### config.mk
export PLATFORM = sky130hd
export DESIGN_NAME = ast_uart
export DESIGN_NICKNAME = d
export VERILOG_FILES = /design/src/ast_pkg.sv /design/src/ast_uart.sv
export SDC_FILE = /design/constraint.sdc
export NUM_CORES = 1
export LEC_CHECK = 0
export ABC_AREA = 0
export BUFFER_PORTS_ARGS = -buffer_cell sky130_fd_sc_hd__buf_2
export CAP_MARGIN = 40
export CORE_UTILIZATION = 61
export DETAILED_ROUTE_END_ITERATION = 8
export PLACE_DENSITY_LB_ADDON = 0.1
export SYNTH_ARGS = -nofsm -noshare
export SYNTH_HDL_FRONTEND = slang
export SYNTH_SLANG_ARGS = --single-unit
### constraint.sdc
create_clock -name clk_i -period 2.98 [get_ports clk_i]
set_clock_uncertainty 0.1 [all_clocks]
set_input_delay 0 -clock clk_i [delete_from_list [all_inputs] [get_ports clk_i]]
set_output_delay 0 -clock clk_i [all_outputs]
set_load 0.02 [all_outputs]
### src/ast_pkg.sv
package ast_pkg;
   // ------------------------------------------------------------
   // register offsets on the byte-wide register port
   // ------------------------------------------------------------
   localparam logic [7:0] PERIPH_IRQ_FLAGS_ADDR = 8'h0C;
   localparam logic [7:0] RX_STATUS_CONTROL_ADDR = 8'h18;
   localparam logic [7:0] TX_HOLDING_BUFFER_ADDR = 8'h19;
   localparam logic [7:0] RX_FIFO_READ_ADDR = 8'h1A;
   localparam logic [7:0] PERIPH_IRQ_ENABLES_ADDR = 8'h8C;
   localparam logic [7:0] TX_STATUS_CONTROL_ADDR = 8'h98;
   localparam logic [7:0] BAUD_DIVISOR_ADDR = 8'h99;
   // ------------------------------------------------------------
   // field positions
   // ------------------------------------------------------------
   // tx_status_control
   localparam int TXS_CLK_SRC = 7;
   localparam int TXS_NINE = 6;
   localparam int TXS_TX_EN = 5;
   localparam int TXS_SYNC = 4;
   localparam int TXS_HIGH_SPEED = 2;
   localparam int TXS_SHIFT_EMPTY = 1;
   localparam int TXS_NINTH_BIT = 0;
   // rx_status_control
   localparam int RXS_PORT_EN = 7;
   localparam int RXS_NINE = 6;
   localparam int RXS_SINGLE_EN = 5;
   localparam int RXS_CONT_EN = 4;
   localparam int RXS_FRAMING = 2;
   localparam int RXS_OVERRUN = 1;
   localparam int RXS_NINTH_BIT = 0;
   // flag and enable registers
   localparam int IRQ_RX_READY = 5;
   localparam int IRQ_TX_EMPTY = 4;
   // ------------------------------------------------------------
   // reset values and timing counts
   // ------------------------------------------------------------
   localparam logic [7:0] TX_STATUS_RESET = 8'h02;
   localparam logic [7:0] REG_RESET = 8'h00;
   localparam logic [1:0] LOW_SPEED_PRESCALE_LAST = 2'h3; // x64 = x16 times 4
   localparam logic [3:0] SAMPLES_LAST = 4'hF; // sixteen samples per bit
   localparam logic [3:0] VOTE_A = 4'h7; // three votes near mid-bit
   localparam logic [3:0] VOTE_B = 4'h8;
   localparam logic [3:0] VOTE_C = 4'h9;
   localparam logic [3:0] LAST_BIT_8 = 4'h7;
   localparam logic [3:0] LAST_BIT_9 = 4'h8;
   localparam logic [1:0] RX_FIFO_DEPTH = 2'h2;
   // line state machine, shared by transmit and receive
   typedef enum logic [3:0] {
      LN_IDLE = 4'h1,
      LN_START = 4'h2,
      LN_DATA = 4'h4,
      LN_STOP = 4'h8
   } ast_line_e;
endpackage

### src/ast_uart.sv
// Added by the designer: the address-and-strobe port.
`timescale 1ns/1ns
// Overview of operation
// - start, eight or nine data, one stop
// - data bits least significant first
// - transmit and receive independent, shared baud rate
// - baud output x16 high speed, x64 low
// - no hardware parity; ninth bit carries it
// - baud timer and both line sequencers halt during sleep
// - async when sync clear and port enabled
// - shifter reloads only after stop bit sent
// - empty flag ignores software, cleared by write
// - shift-empty status bit, read only, no interrupt
// - transmit enable sets empty flag
// - start needs data only, no baud tick wait
// - write to empty shifter transfers at once
// - clearing transmit enable aborts, pin released
// - ninth transmit bit latched at transfer
// - receive sampled at sixteen per bit
// - continuous receive enable turns receiver on
// - after stop, word into fifo, ready flag
// - ready flag read only, clears when empty
// - two-word fifo, third word sets overrun
// - overrun blocks fifo until enable toggled
// - framing error and ninth bit queued per word
// - rate is clock over 64(divisor+1) or 16(divisor+1)
// - divisor write clears baud timer
// - bit decided by three-sample majority
module ast_uart (
   // clock and reset
   input wire logic clk_i,
   input wire logic rst_i,
   // register port
   input wire logic [7:0] addr_i,
   input wire logic [7:0] wdata_i,
   input wire logic wr_i,
   input wire logic rd_i,
   output logic [7:0] rdata_o,
   // power state and request
   input wire logic sleep_i,
   output logic irq_o,
   // serial line
   input wire logic rx_pin_i,
   output logic tx_pin_o,
   output logic tx_pin_oe_o
);
   // ------------------------------------------------------------
   // decoding helpers
   // ------------------------------------------------------------
   // majority of three votes
   function automatic logic maj3(input logic a, input logic b, input logic c);
      maj3 = (a & b) | (a & c) | (b & c);
   endfunction
   // last data bit index for the frame length
   function automatic logic [3:0] last_bit(input logic nine);
      last_bit = nine ? ast_pkg::LAST_BIT_9 : ast_pkg::LAST_BIT_8;
   endfunction

   // ------------------------------------------------------------
   // software registers
   // ------------------------------------------------------------
   logic [7:0] txs_q; // tx_status_control, shift-empty bit computed
   logic [7:0] rxs_q; // rx_status_control, status bits computed
   logic [7:0] pie_q; // periph_irq_enables
   logic [7:0] div_q; // baud_divisor
   logic [7:0] hold_q; // tx_holding_buffer
   logic hold_full_q; // holding buffer has a word
   logic tx_buffer_empty_flag_q; // tx_buffer_empty_flag
   logic [7:0] rdata_q;
   logic irq_q;
   // strobes
   wire wr_txs_w = wr_i & (addr_i == ast_pkg::TX_STATUS_CONTROL_ADDR);
   wire wr_rxs_w = wr_i & (addr_i == ast_pkg::RX_STATUS_CONTROL_ADDR);
   wire wr_pie_w = wr_i & (addr_i == ast_pkg::PERIPH_IRQ_ENABLES_ADDR);
   wire wr_div_w = wr_i & (addr_i == ast_pkg::BAUD_DIVISOR_ADDR);
   wire wr_hold_w = wr_i & (addr_i == ast_pkg::TX_HOLDING_BUFFER_ADDR);
   wire rd_fifo_w = rd_i & (addr_i == ast_pkg::RX_FIFO_READ_ADDR);
   // mode bits
   wire tx_en_w = txs_q[ast_pkg::TXS_TX_EN];
   wire cont_en_w = rxs_q[ast_pkg::RXS_CONT_EN];
   wire high_speed_w = txs_q[ast_pkg::TXS_HIGH_SPEED];
   wire async_on_w = rxs_q[ast_pkg::RXS_PORT_EN] & ~txs_q[ast_pkg::TXS_SYNC];
   wire tx_enable_rise_w = wr_txs_w & wdata_i[ast_pkg::TXS_TX_EN] & ~tx_en_w;

   // ------------------------------------------------------------
   // baud generator
   // ------------------------------------------------------------
   logic [1:0] pre_q; // low speed prescaler
   logic [7:0] brg_q; // baud timer
   // timer kept cleared while neither direction is enabled
   wire brg_clr_w = ~(async_on_w & (tx_en_w | cont_en_w)) | wr_div_w;
   // sleep freezes the timer without clearing it
   wire brg_run_w = ~brg_clr_w & ~sleep_i;
   // x16 straight, x64 through the four-step prescaler
   wire pre_tick_w = high_speed_w | (pre_q == ast_pkg::LOW_SPEED_PRESCALE_LAST);
   // one sample tick per (divisor+1) timer steps
   wire tick_w = brg_run_w & pre_tick_w & (brg_q == div_q);
   // prescaler and timer
   always_ff @(posedge clk_i) begin
      // divisor write clears the timer at once
      if (rst_i | brg_clr_w) begin
         pre_q <= 2'h0;
         brg_q <= 8'h00;
      end else if (brg_run_w) begin
         pre_q <= pre_q + 2'h1;
         if (pre_tick_w) begin
            brg_q <= tick_w ? 8'h00 : brg_q + 8'h01;
         end
      end
   end

   // ------------------------------------------------------------
   // transmitter
   // ------------------------------------------------------------
   ast_pkg::ast_line_e tx_st_q;
   logic [8:0] tsr_q; // tx_shift_register
   logic [3:0] tx_ph_q; // sample tick within a bit
   logic [3:0] tx_bit_q; // data bit index
   logic tx_line_q;
   logic tx_oe_q;
   wire tx_idle_w = (tx_st_q == ast_pkg::LN_IDLE);
   wire tx_bit_end_w = tick_w & (tx_ph_q == ast_pkg::SAMPLES_LAST);
   // load only with the shifter idle after the stop bit
   // an idle shifter takes a fresh word on the next edge
   wire tx_load_w = async_on_w & tx_en_w & hold_full_q & tx_idle_w & ~sleep_i;
   // clearing the enable resets the shifter
   wire tx_abort_w = ~tx_en_w | ~async_on_w;
   // holding buffer and its empty flag
   always_ff @(posedge clk_i) begin
      if (rst_i) begin
         hold_q <= ast_pkg::REG_RESET;
         hold_full_q <= 1'b0;
         tx_buffer_empty_flag_q <= 1'b0;
      end else begin
         if (wr_hold_w) begin
            hold_q <= wdata_i;
         end
         // a write beside a transfer keeps the buffer full
         hold_full_q <= wr_hold_w | (hold_full_q & ~tx_load_w);
         // only a buffer write clears; software cannot
         if (wr_hold_w) begin
            tx_buffer_empty_flag_q <= 1'b0;
         // flag rises the cycle after the transfer
         // enabling the transmitter sets it too
         end else if (tx_load_w | tx_enable_rise_w) begin
            tx_buffer_empty_flag_q <= 1'b1;
         end
      end
   end
   // transmit line sequencer
   always_ff @(posedge clk_i) begin
      if (rst_i | tx_abort_w) begin
         tx_st_q <= ast_pkg::LN_IDLE;
         tsr_q <= 9'h000;
         tx_ph_q <= 4'h0;
         tx_bit_q <= 4'h0;
      end else begin
         // the frame then paces itself on baud ticks
         if (tick_w & ~tx_idle_w) begin
            tx_ph_q <= tx_ph_q + 4'h1;
         end
         case (tx_st_q)
            ast_pkg::LN_IDLE: begin
               if (tx_load_w) begin
                  // ninth bit taken from the control register now
                  tsr_q <= {txs_q[ast_pkg::TXS_NINTH_BIT], hold_q};
                  tx_ph_q <= 4'h0;
                  tx_bit_q <= 4'h0;
                  tx_st_q <= ast_pkg::LN_START;
               end
            end
            ast_pkg::LN_START: begin
               if (tx_bit_end_w) begin
                  tx_st_q <= ast_pkg::LN_DATA;
               end
            end
            ast_pkg::LN_DATA: begin
               // shift right so bit 0 leaves first
               if (tx_bit_end_w) begin
                  tsr_q <= {1'b0, tsr_q[8:1]};
                  tx_bit_q <= tx_bit_q + 4'h1;
                  // nine bits go out as stored, no parity made
                  if (tx_bit_q == last_bit(txs_q[ast_pkg::TXS_NINE])) begin
                     tx_st_q <= ast_pkg::LN_STOP;
                  end
               end
            end
            ast_pkg::LN_STOP: begin
               if (tx_bit_end_w) begin
                  tx_st_q <= ast_pkg::LN_IDLE;
               end
            end
            default: begin
               tx_st_q <= ast_pkg::LN_IDLE;
            end
         endcase
      end
   end
   // idle line held high while enabled
   wire tx_line_w = (tx_st_q == ast_pkg::LN_START) ? 1'b0 :
                    (tx_st_q == ast_pkg::LN_DATA) ? tsr_q[0] : 1'b1;
   // pin drivers, registered so the pins never glitch
   always_ff @(posedge clk_i) begin
      if (rst_i) begin
         tx_line_q <= 1'b1;
         tx_oe_q <= 1'b0;
      end else begin
         tx_line_q <= tx_line_w;
         // pin released whenever transmit is off
         tx_oe_q <= ~tx_abort_w;
      end
   end

   // ------------------------------------------------------------
   // receiver
   // ------------------------------------------------------------
   ast_pkg::ast_line_e rx_st_q;
   logic [8:0] rsr_q; // rx_shift_register
   logic [3:0] rx_ph_q;
   logic [3:0] rx_bit_q;
   logic rx_prev_q; // last line level, for edge detect
   logic va_q; // first vote
   logic vb_q; // second vote
   logic overrun_error_q; // overrun_error
   logic [9:0] fifo_q [0:1]; // {framing, ninth, data}
   logic wp_q;
   logic rp_q;
   logic [1:0] cnt_q;
   // receiver runs only with continuous enable
   wire rx_on_w = async_on_w & cont_en_w;
   wire rx_idle_w = (rx_st_q == ast_pkg::LN_IDLE);
   // a falling edge on the idle line opens a frame
   wire rx_fall_w = rx_on_w & rx_idle_w & rx_prev_q & ~rx_pin_i & ~sleep_i;
   // sixteen sample ticks make one receive bit
   wire rx_bit_end_w = tick_w & (rx_ph_q == ast_pkg::SAMPLES_LAST);
   wire rx_vote_w = tick_w & (rx_ph_q == ast_pkg::VOTE_C);
   wire rx_bit_w = maj3(va_q, vb_q, rx_pin_i);
   wire rx_stop_w = rx_vote_w & (rx_st_q == ast_pkg::LN_STOP);
   wire fifo_full_w = (cnt_q == ast_pkg::RX_FIFO_DEPTH);
   // word enters the fifo once the stop bit is sampled
   wire push_w = rx_stop_w & ~overrun_error_q & ~fifo_full_w;
   wire ovr_set_w = rx_stop_w & ~overrun_error_q & fifo_full_w;
   wire pop_w = rd_fifo_w & (cnt_q != 2'h0);
   wire [9:0] head_w = fifo_q[rp_q];
   // receive line sequencer
   always_ff @(posedge clk_i) begin
      if (rst_i | ~rx_on_w) begin
         rx_st_q <= ast_pkg::LN_IDLE;
         rsr_q <= 9'h000;
         rx_ph_q <= 4'h0;
         rx_bit_q <= 4'h0;
         va_q <= 1'b1;
         vb_q <= 1'b1;
      end else begin
         if (tick_w & ~rx_idle_w) begin
            rx_ph_q <= rx_ph_q + 4'h1;
         end
         if (tick_w & (rx_ph_q == ast_pkg::VOTE_A)) begin
            va_q <= rx_pin_i;
         end
         if (tick_w & (rx_ph_q == ast_pkg::VOTE_B)) begin
            vb_q <= rx_pin_i;
         end
         case (rx_st_q)
            ast_pkg::LN_IDLE: begin
               if (rx_fall_w) begin
                  rx_ph_q <= 4'h0;
                  rx_bit_q <= 4'h0;
                  rsr_q <= 9'h000;
                  rx_st_q <= ast_pkg::LN_START;
               end
            end
            ast_pkg::LN_START: begin
               // a start bit that votes high was a glitch
               if (rx_vote_w & rx_bit_w) begin
                  rx_st_q <= ast_pkg::LN_IDLE;
               end else if (rx_bit_end_w) begin
                  rx_st_q <= ast_pkg::LN_DATA;
               end
            end
            ast_pkg::LN_DATA: begin
               // first data bit lands in bit 0
               if (rx_vote_w) begin
                  rsr_q[rx_bit_q] <= rx_bit_w;
               end
               if (rx_bit_end_w) begin
                  rx_bit_q <= rx_bit_q + 4'h1;
                  // frame length follows the nine-bit select
                  if (rx_bit_q == last_bit(rxs_q[ast_pkg::RXS_NINE])) begin
                     rx_st_q <= ast_pkg::LN_STOP;
                  end
               end
            end
            ast_pkg::LN_STOP: begin
               // back to idle at mid-stop so the next edge is caught
               if (rx_vote_w) begin
                  rx_st_q <= ast_pkg::LN_IDLE;
               end
            end
            default: begin
               rx_st_q <= ast_pkg::LN_IDLE;
            end
         endcase
      end
   end
   // line history for the edge detector
   always_ff @(posedge clk_i) begin
      if (rst_i) begin
         rx_prev_q <= 1'b1;
      end else if (~sleep_i) begin
         rx_prev_q <= rx_pin_i;
      end
   end
   // receive fifo and overrun
   always_ff @(posedge clk_i) begin
      if (rst_i) begin
         fifo_q[0] <= 10'h000;
         fifo_q[1] <= 10'h000;
         wp_q <= 1'b0;
         rp_q <= 1'b0;
         cnt_q <= 2'h0;
         overrun_error_q <= 1'b0;
      end else begin
         // framing error and ninth bit stored with the word
         if (push_w) begin
            fifo_q[wp_q] <= {~rx_bit_w,
                             rsr_q[8] & rxs_q[ast_pkg::RXS_NINE], rsr_q[7:0]};
            wp_q <= ~wp_q;
         end
         if (pop_w) begin
            rp_q <= ~rp_q;
         end
         cnt_q <= cnt_q + {1'b0, push_w} - {1'b0, pop_w};
         // only turning the receiver off (receive or port enable cleared, or sync set) clears overrun
         if (~rx_on_w) begin
            overrun_error_q <= 1'b0;
         // third word is dropped and flagged
         end else if (ovr_set_w) begin
            overrun_error_q <= 1'b1;
         end
      end
   end
   // ready flag follows fifo occupancy, never written
   wire rx_ready_flag_w = (cnt_q != 2'h0);

   // ------------------------------------------------------------
   // register writes
   // ------------------------------------------------------------
   // control registers
   always_ff @(posedge clk_i) begin
      if (rst_i) begin
         txs_q <= ast_pkg::TX_STATUS_RESET;
         rxs_q <= ast_pkg::REG_RESET;
         pie_q <= ast_pkg::REG_RESET;
         div_q <= ast_pkg::REG_RESET;
      end else begin
         // the shift-empty bit is not writable
         if (wr_txs_w) begin
            txs_q <= {wdata_i[7:4], 1'b0, wdata_i[2], 1'b0, wdata_i[0]};
         end
         // status bits of the receive register are computed
         if (wr_rxs_w) begin
            rxs_q <= {wdata_i[7:4], 4'h0};
         end
         if (wr_pie_w) begin
            pie_q <= wdata_i;
         end
         if (wr_div_w) begin
            div_q <= wdata_i;
         end
      end
   end

   // ------------------------------------------------------------
   // register reads
   // ------------------------------------------------------------
   // shift-empty reads one while the shifter is idle
   wire [7:0] txs_rd_w = {txs_q[7:4], 1'b0, txs_q[2], tx_idle_w, txs_q[0]};
   // head-of-fifo status, updated by each fifo read
   wire [7:0] rxs_rd_w = {rxs_q[7:4], 1'b0, head_w[9] & rx_ready_flag_w, overrun_error_q,
                          head_w[8] & rx_ready_flag_w};
   wire [7:0] pir_rd_w = {2'h0, rx_ready_flag_w, tx_buffer_empty_flag_q, 4'h0};
   wire [7:0] fifo_rd_w = rx_ready_flag_w ? head_w[7:0] : 8'h00;
   wire [7:0] rd_mux_w =
      (addr_i == ast_pkg::PERIPH_IRQ_FLAGS_ADDR) ? pir_rd_w :
      (addr_i == ast_pkg::RX_STATUS_CONTROL_ADDR) ? rxs_rd_w :
      (addr_i == ast_pkg::TX_HOLDING_BUFFER_ADDR) ? hold_q :
      (addr_i == ast_pkg::RX_FIFO_READ_ADDR) ? fifo_rd_w :
      (addr_i == ast_pkg::PERIPH_IRQ_ENABLES_ADDR) ? pie_q :
      (addr_i == ast_pkg::TX_STATUS_CONTROL_ADDR) ? txs_rd_w :
      (addr_i == ast_pkg::BAUD_DIVISOR_ADDR) ? div_q : 8'h00;
   // request output gated by the enables
   wire irq_w = (rx_ready_flag_w & pie_q[ast_pkg::IRQ_RX_READY]) |
                (tx_buffer_empty_flag_q & pie_q[ast_pkg::IRQ_TX_EMPTY]);
   // read data valid only in the cycle after the strobe
   always_ff @(posedge clk_i) begin
      if (rst_i) begin
         rdata_q <= 8'h00;
         irq_q <= 1'b0;
      end else begin
         rdata_q <= rd_i ? rd_mux_w : 8'h00;
         irq_q <= irq_w;
      end
   end
   assign rdata_o = rdata_q;
   assign irq_o = irq_q;
   assign tx_pin_o = tx_line_q;
   assign tx_pin_oe_o = tx_oe_q;
endmodule

==> flow_metrics.py <==
metrics = {
    "yosys": {
        "yosysWarnings": 0,
        "synth-adder-area-share": 0.0279,
        "synthFlopType": "dfxtp_1",
        "synth.area.top_cells": "dfxtp_1 (35%), edfxtp_1 (9.7%), nand2_1 (5.6%)",
        "avgSynthCellArea_sq_um": 9.02,
        "synth_top_cell_by_area": "dfxtp_1",
        "synth_compound_area_frac": 0.172,
        "synthesis.area_sq_um": 6200,
        "synth_cell_types": 74,
        "syn_inst": 687,
        "synth-simple-area-share": 0.250,
        "yosys.area.top_type_share": 0.349,
        "synthMuxAreaShare": 0.0359,
        "syn_nets": 722,
        "seq_area_frac_synth": 0.446,
        "synth_xor_area_frac": 0.0382,
        "synth-seq-cells": 128,
        "synth_edf_count": 20,
        "ys_async_sr_fraction": 0,
        "synth_top_family_by_area": "simple AND/OR/NAND/NOR gates",
    },
    "critical_path": {
        "cp_data_required_time_ps": 3340,
        "r2r_end": "rx_bit_q[3]$_SDFFE_PP0P_",
        "cp.buffers_inverters": 0,
        "cp_slowest_cell": "o31a_1",
        "critical_path_class": "reg -> reg",
        "critPathLaunchType": "flip-flop",
        "r2r_slack_ps": 390,
        "cp.arrival_ps": 2940,
        "cp_cell_sequence": "nor2_1 > nor4_2 > nand4_1 > o31a_1 > or3_1 > a21oi_1",
        "critPathMaxStageDelay_ps": 520,
        "r2r_cells": 6,
        "cp_max_fo": 9,
        "cp_top_family": "simple AND/OR/NAND/NOR gates",
        "endpoint_kind": "flip-flop",
        "r2r_start": "txs_q[5]$_SDFFE_PP0P_",
    },
    "finish": {
        "multiInputGateArea_sq_um": 3250,
        "nets": 773,
        "syn2layout_area_growth_pct": 16.9,
        "drive_gt1_frac": 0.129,
        "fillers": 737,
        "diodes": 0,
        "seq_area_sq_um": 2760,
        "final_cell_area_sq_um": 7240,
    },
    "route": {
        "drtIter0Drc": 362,
        "wl_mm": 16.0,
        "routedWlPerCell_um": 18.1,
        "first_pass_iters": 5,
        "drc_errors": 0,
        "via_per_inst": 6.12,
        "ant_nets": 0,
        "vias": 5407,
    },
    "job": {
        "max_cap_viol_count": 0,
    },
    "floorplanning": {
        "initial_core_util": 0.631,
        "die-area_sq_um": 10600,
        "ioPinCount": 33,
        "fp.dieW_um": 103,
        "core_area_sq_um": 9820,
        "rows": 36,
        "die_h_um": 103,
    },
    "clocking": {
        "postCtsSetupBuffers": 0,
        "cts_tree": "yes",
        "cts_buffers": 17,
        "clkTransAtPathRegs_ps": 60,
        "root_buffer": "clkbuf_8",
        "h-tree-depth": 4,
        "clock-sinks": 128,
        "cts_resized": 0,
        "insertion_delay_ps": 540,
        "clockBufferDepth": 2,
    },
    "run_status": {
        "status": "finished clean",
    },
    "grt": {
        "grt_overflow_total": 0,
        "grt_max_degree": 29,
        "grtUsageTotal": 0.321,
        "antenna_found_initial": 0,
        "grt_pass1_vias": 5064,
        "grt_first_pass_wirelength_mm": 25.2,
    },
    "timing": {
        "setup_tns_ps": 0,
        "slew_violations": 0,
        "fin_crit_sh": 0.868,
        "slew_headroom": 0.571,
        "max_clock_freq_mhz": 387,
        "fin_ws_ps": 394,
        "fin_crit_ps": 2590,
        "rsz0062_at_grt": "no",
        "finalSetupViolCount": 0,
        "hold_viol": 0,
        "worstMarginPinSlew_ps": 641,
    },
    "pwr": {
        "ir_worst_vdd_uv": 398,
        "leakage_uw": 0.00252,
        "finalPower_uw": 3870,
        "power.density_nw_per_um2": 534,
    },
    "hold_path": {
        "min-delay-start": "addr_i[1]",
        "hold_depth": 5,
        "hold_end": "rdata_o[5]$_SDFF_PP0_",
        "worstHoldPathType": "in -> reg",
    },
    "placed_design": {
        "place_congestion": 0.947,
        "place_ws_ps": 465,
        "place_area_sq_um": 6470,
        "port_buffers": 32,
        "dp_hpwl_mm": 11.0,
    },
}
## sequential cells by signal, indices dropped and copies added, names as in the netlist, 2 cells and up, named ones only
name and count:
rx_bit_q 4, rx_st_q 4, pie_q 8, txs_q 6, cnt_q 2, rsr_q 9, rx_ph_q 4, pre_q 2
tx_bit_q 4, tx_ph_q 4, rdata_o 8, div_q 8, rxs_q 4, brg_q 8, tsr_q 9, fifo_q 20
hold_q 8, tx_st_q 4
## cell usage after synthesis (5+ instances only)
library cell and number:
dfxtp_1 108, nand2_1 92, a21oi_1 67, nor2_1 49, o21ai_0 34, and2_1 27
nand3_1 27, clkbuf_1 22, edfxtp_1 20, mux2i_1 20, xor2_1 17, ha_1 13
a211oi_1 11, inv_1 11, nor2b_1 10, xnor2_1 10, a22o_1 9, nor3_1 9
and3_1 8, nand2b_1 8, a22oi_1 7, buf_2 7, nand4_1 7, and4_1 5
## stage by stage
stage	util	hold slack [ps]	cells
2_1_floorplan	-	28.5	687
3_3_place_gp	0.659	192	831
3_5_place_dp	0.659	197	831
4_1_cts	0.738	25.2	883
5_1_grt	0.738	87.5	883
6_report	0.738	55.8	883
## power breakdown
part           total (uW)  internal, uW  switching [uW]
sequential           1780          1770            5.79
combinational         113          44.8            67.7
clock                1980          1270             710
## kinds of logic after synthesis
group / count (synthesis)
AO/OA/AOI/OAI: 166
XOR/XNOR: 27
adder cells (fa/ha/maj): 14
buffers and inverters: 44
flip-flops: 128
multiplexers: 22
AND/OR/NAND/NOR: 286
## final cells by class
| class | count | area share |
|---|---|---|
| clock buffer | 26 | 0.0674 |
| multi-input combinational | 515 | 0.448 |
| tap | 133 | 0.0230 |
| inverter | 11 | 0.00570 |
| timing repair buffer | 65 | 0.0636 |
| sequential | 128 | 0.381 |
| clock inverter | 5 | 0.0109 |
## per-layer routing
layer	track usage	wire length, um
met1	0.396	6790
met2	0.504	7500
met3	0.0895	1070
met4	0.187	598
met5	0	0
## cell usage in the layout, fill, tap and decap left out, drive strengths merged, types with 21 or more instances in the layout
cell | Yosys | layout
buf | 9 | 44
nand3 | 29 | 29
a21oi | 67 | 67
and2 | 29 | 29
nor2 | 49 | 49
o21ai | 34 | 34
dfxtp | 108 | 108
clkbuf | 24 | 26
dlygate4sd3 | 0 | 21
nand2 | 92 | 92
## worst reg2reg max path: cells and delay by family (launching register included)
family	cells	cell delay, ps
AO/OA/AOI/OAI	2	660
AND/OR/NAND/NOR	4	1290
flip-flops	1	450
## repair_timing
action | 4_1_cts | 5_1_grt
hold buffers | 21 | 0
endpoints found under the hold margin | 55 | 0
endpoints found under the setup margin | 0 | 0
## worst max path at each step
stage,startpoint,to,slack (ps),cells past startpoint
floorplan,brg_q[2]$_SDFFE_PP0P_,cnt_q[1]$_SDFF_PP0_,660,11
global placement,rx_ph_q[3]$_SDFF_PP0_,cnt_q[1]$_SDFF_PP0_,570,10
detailed placement,rx_ph_q[3]$_SDFF_PP0_,cnt_q[1]$_SDFF_PP0_,470,10
CTS,txs_q[5]$_SDFFE_PP0P_,rx_bit_q[3]$_SDFFE_PP0P_,460,6
global route,txs_q[5]$_SDFFE_PP0P_,rx_bit_q[3]$_SDFFE_PP0P_,220,6
finish,txs_q[5]$_SDFFE_PP0P_,rx_bit_q[3]$_SDFFE_PP0P_,390,6
Note: power is estimated with default switching activity, not from simulation.
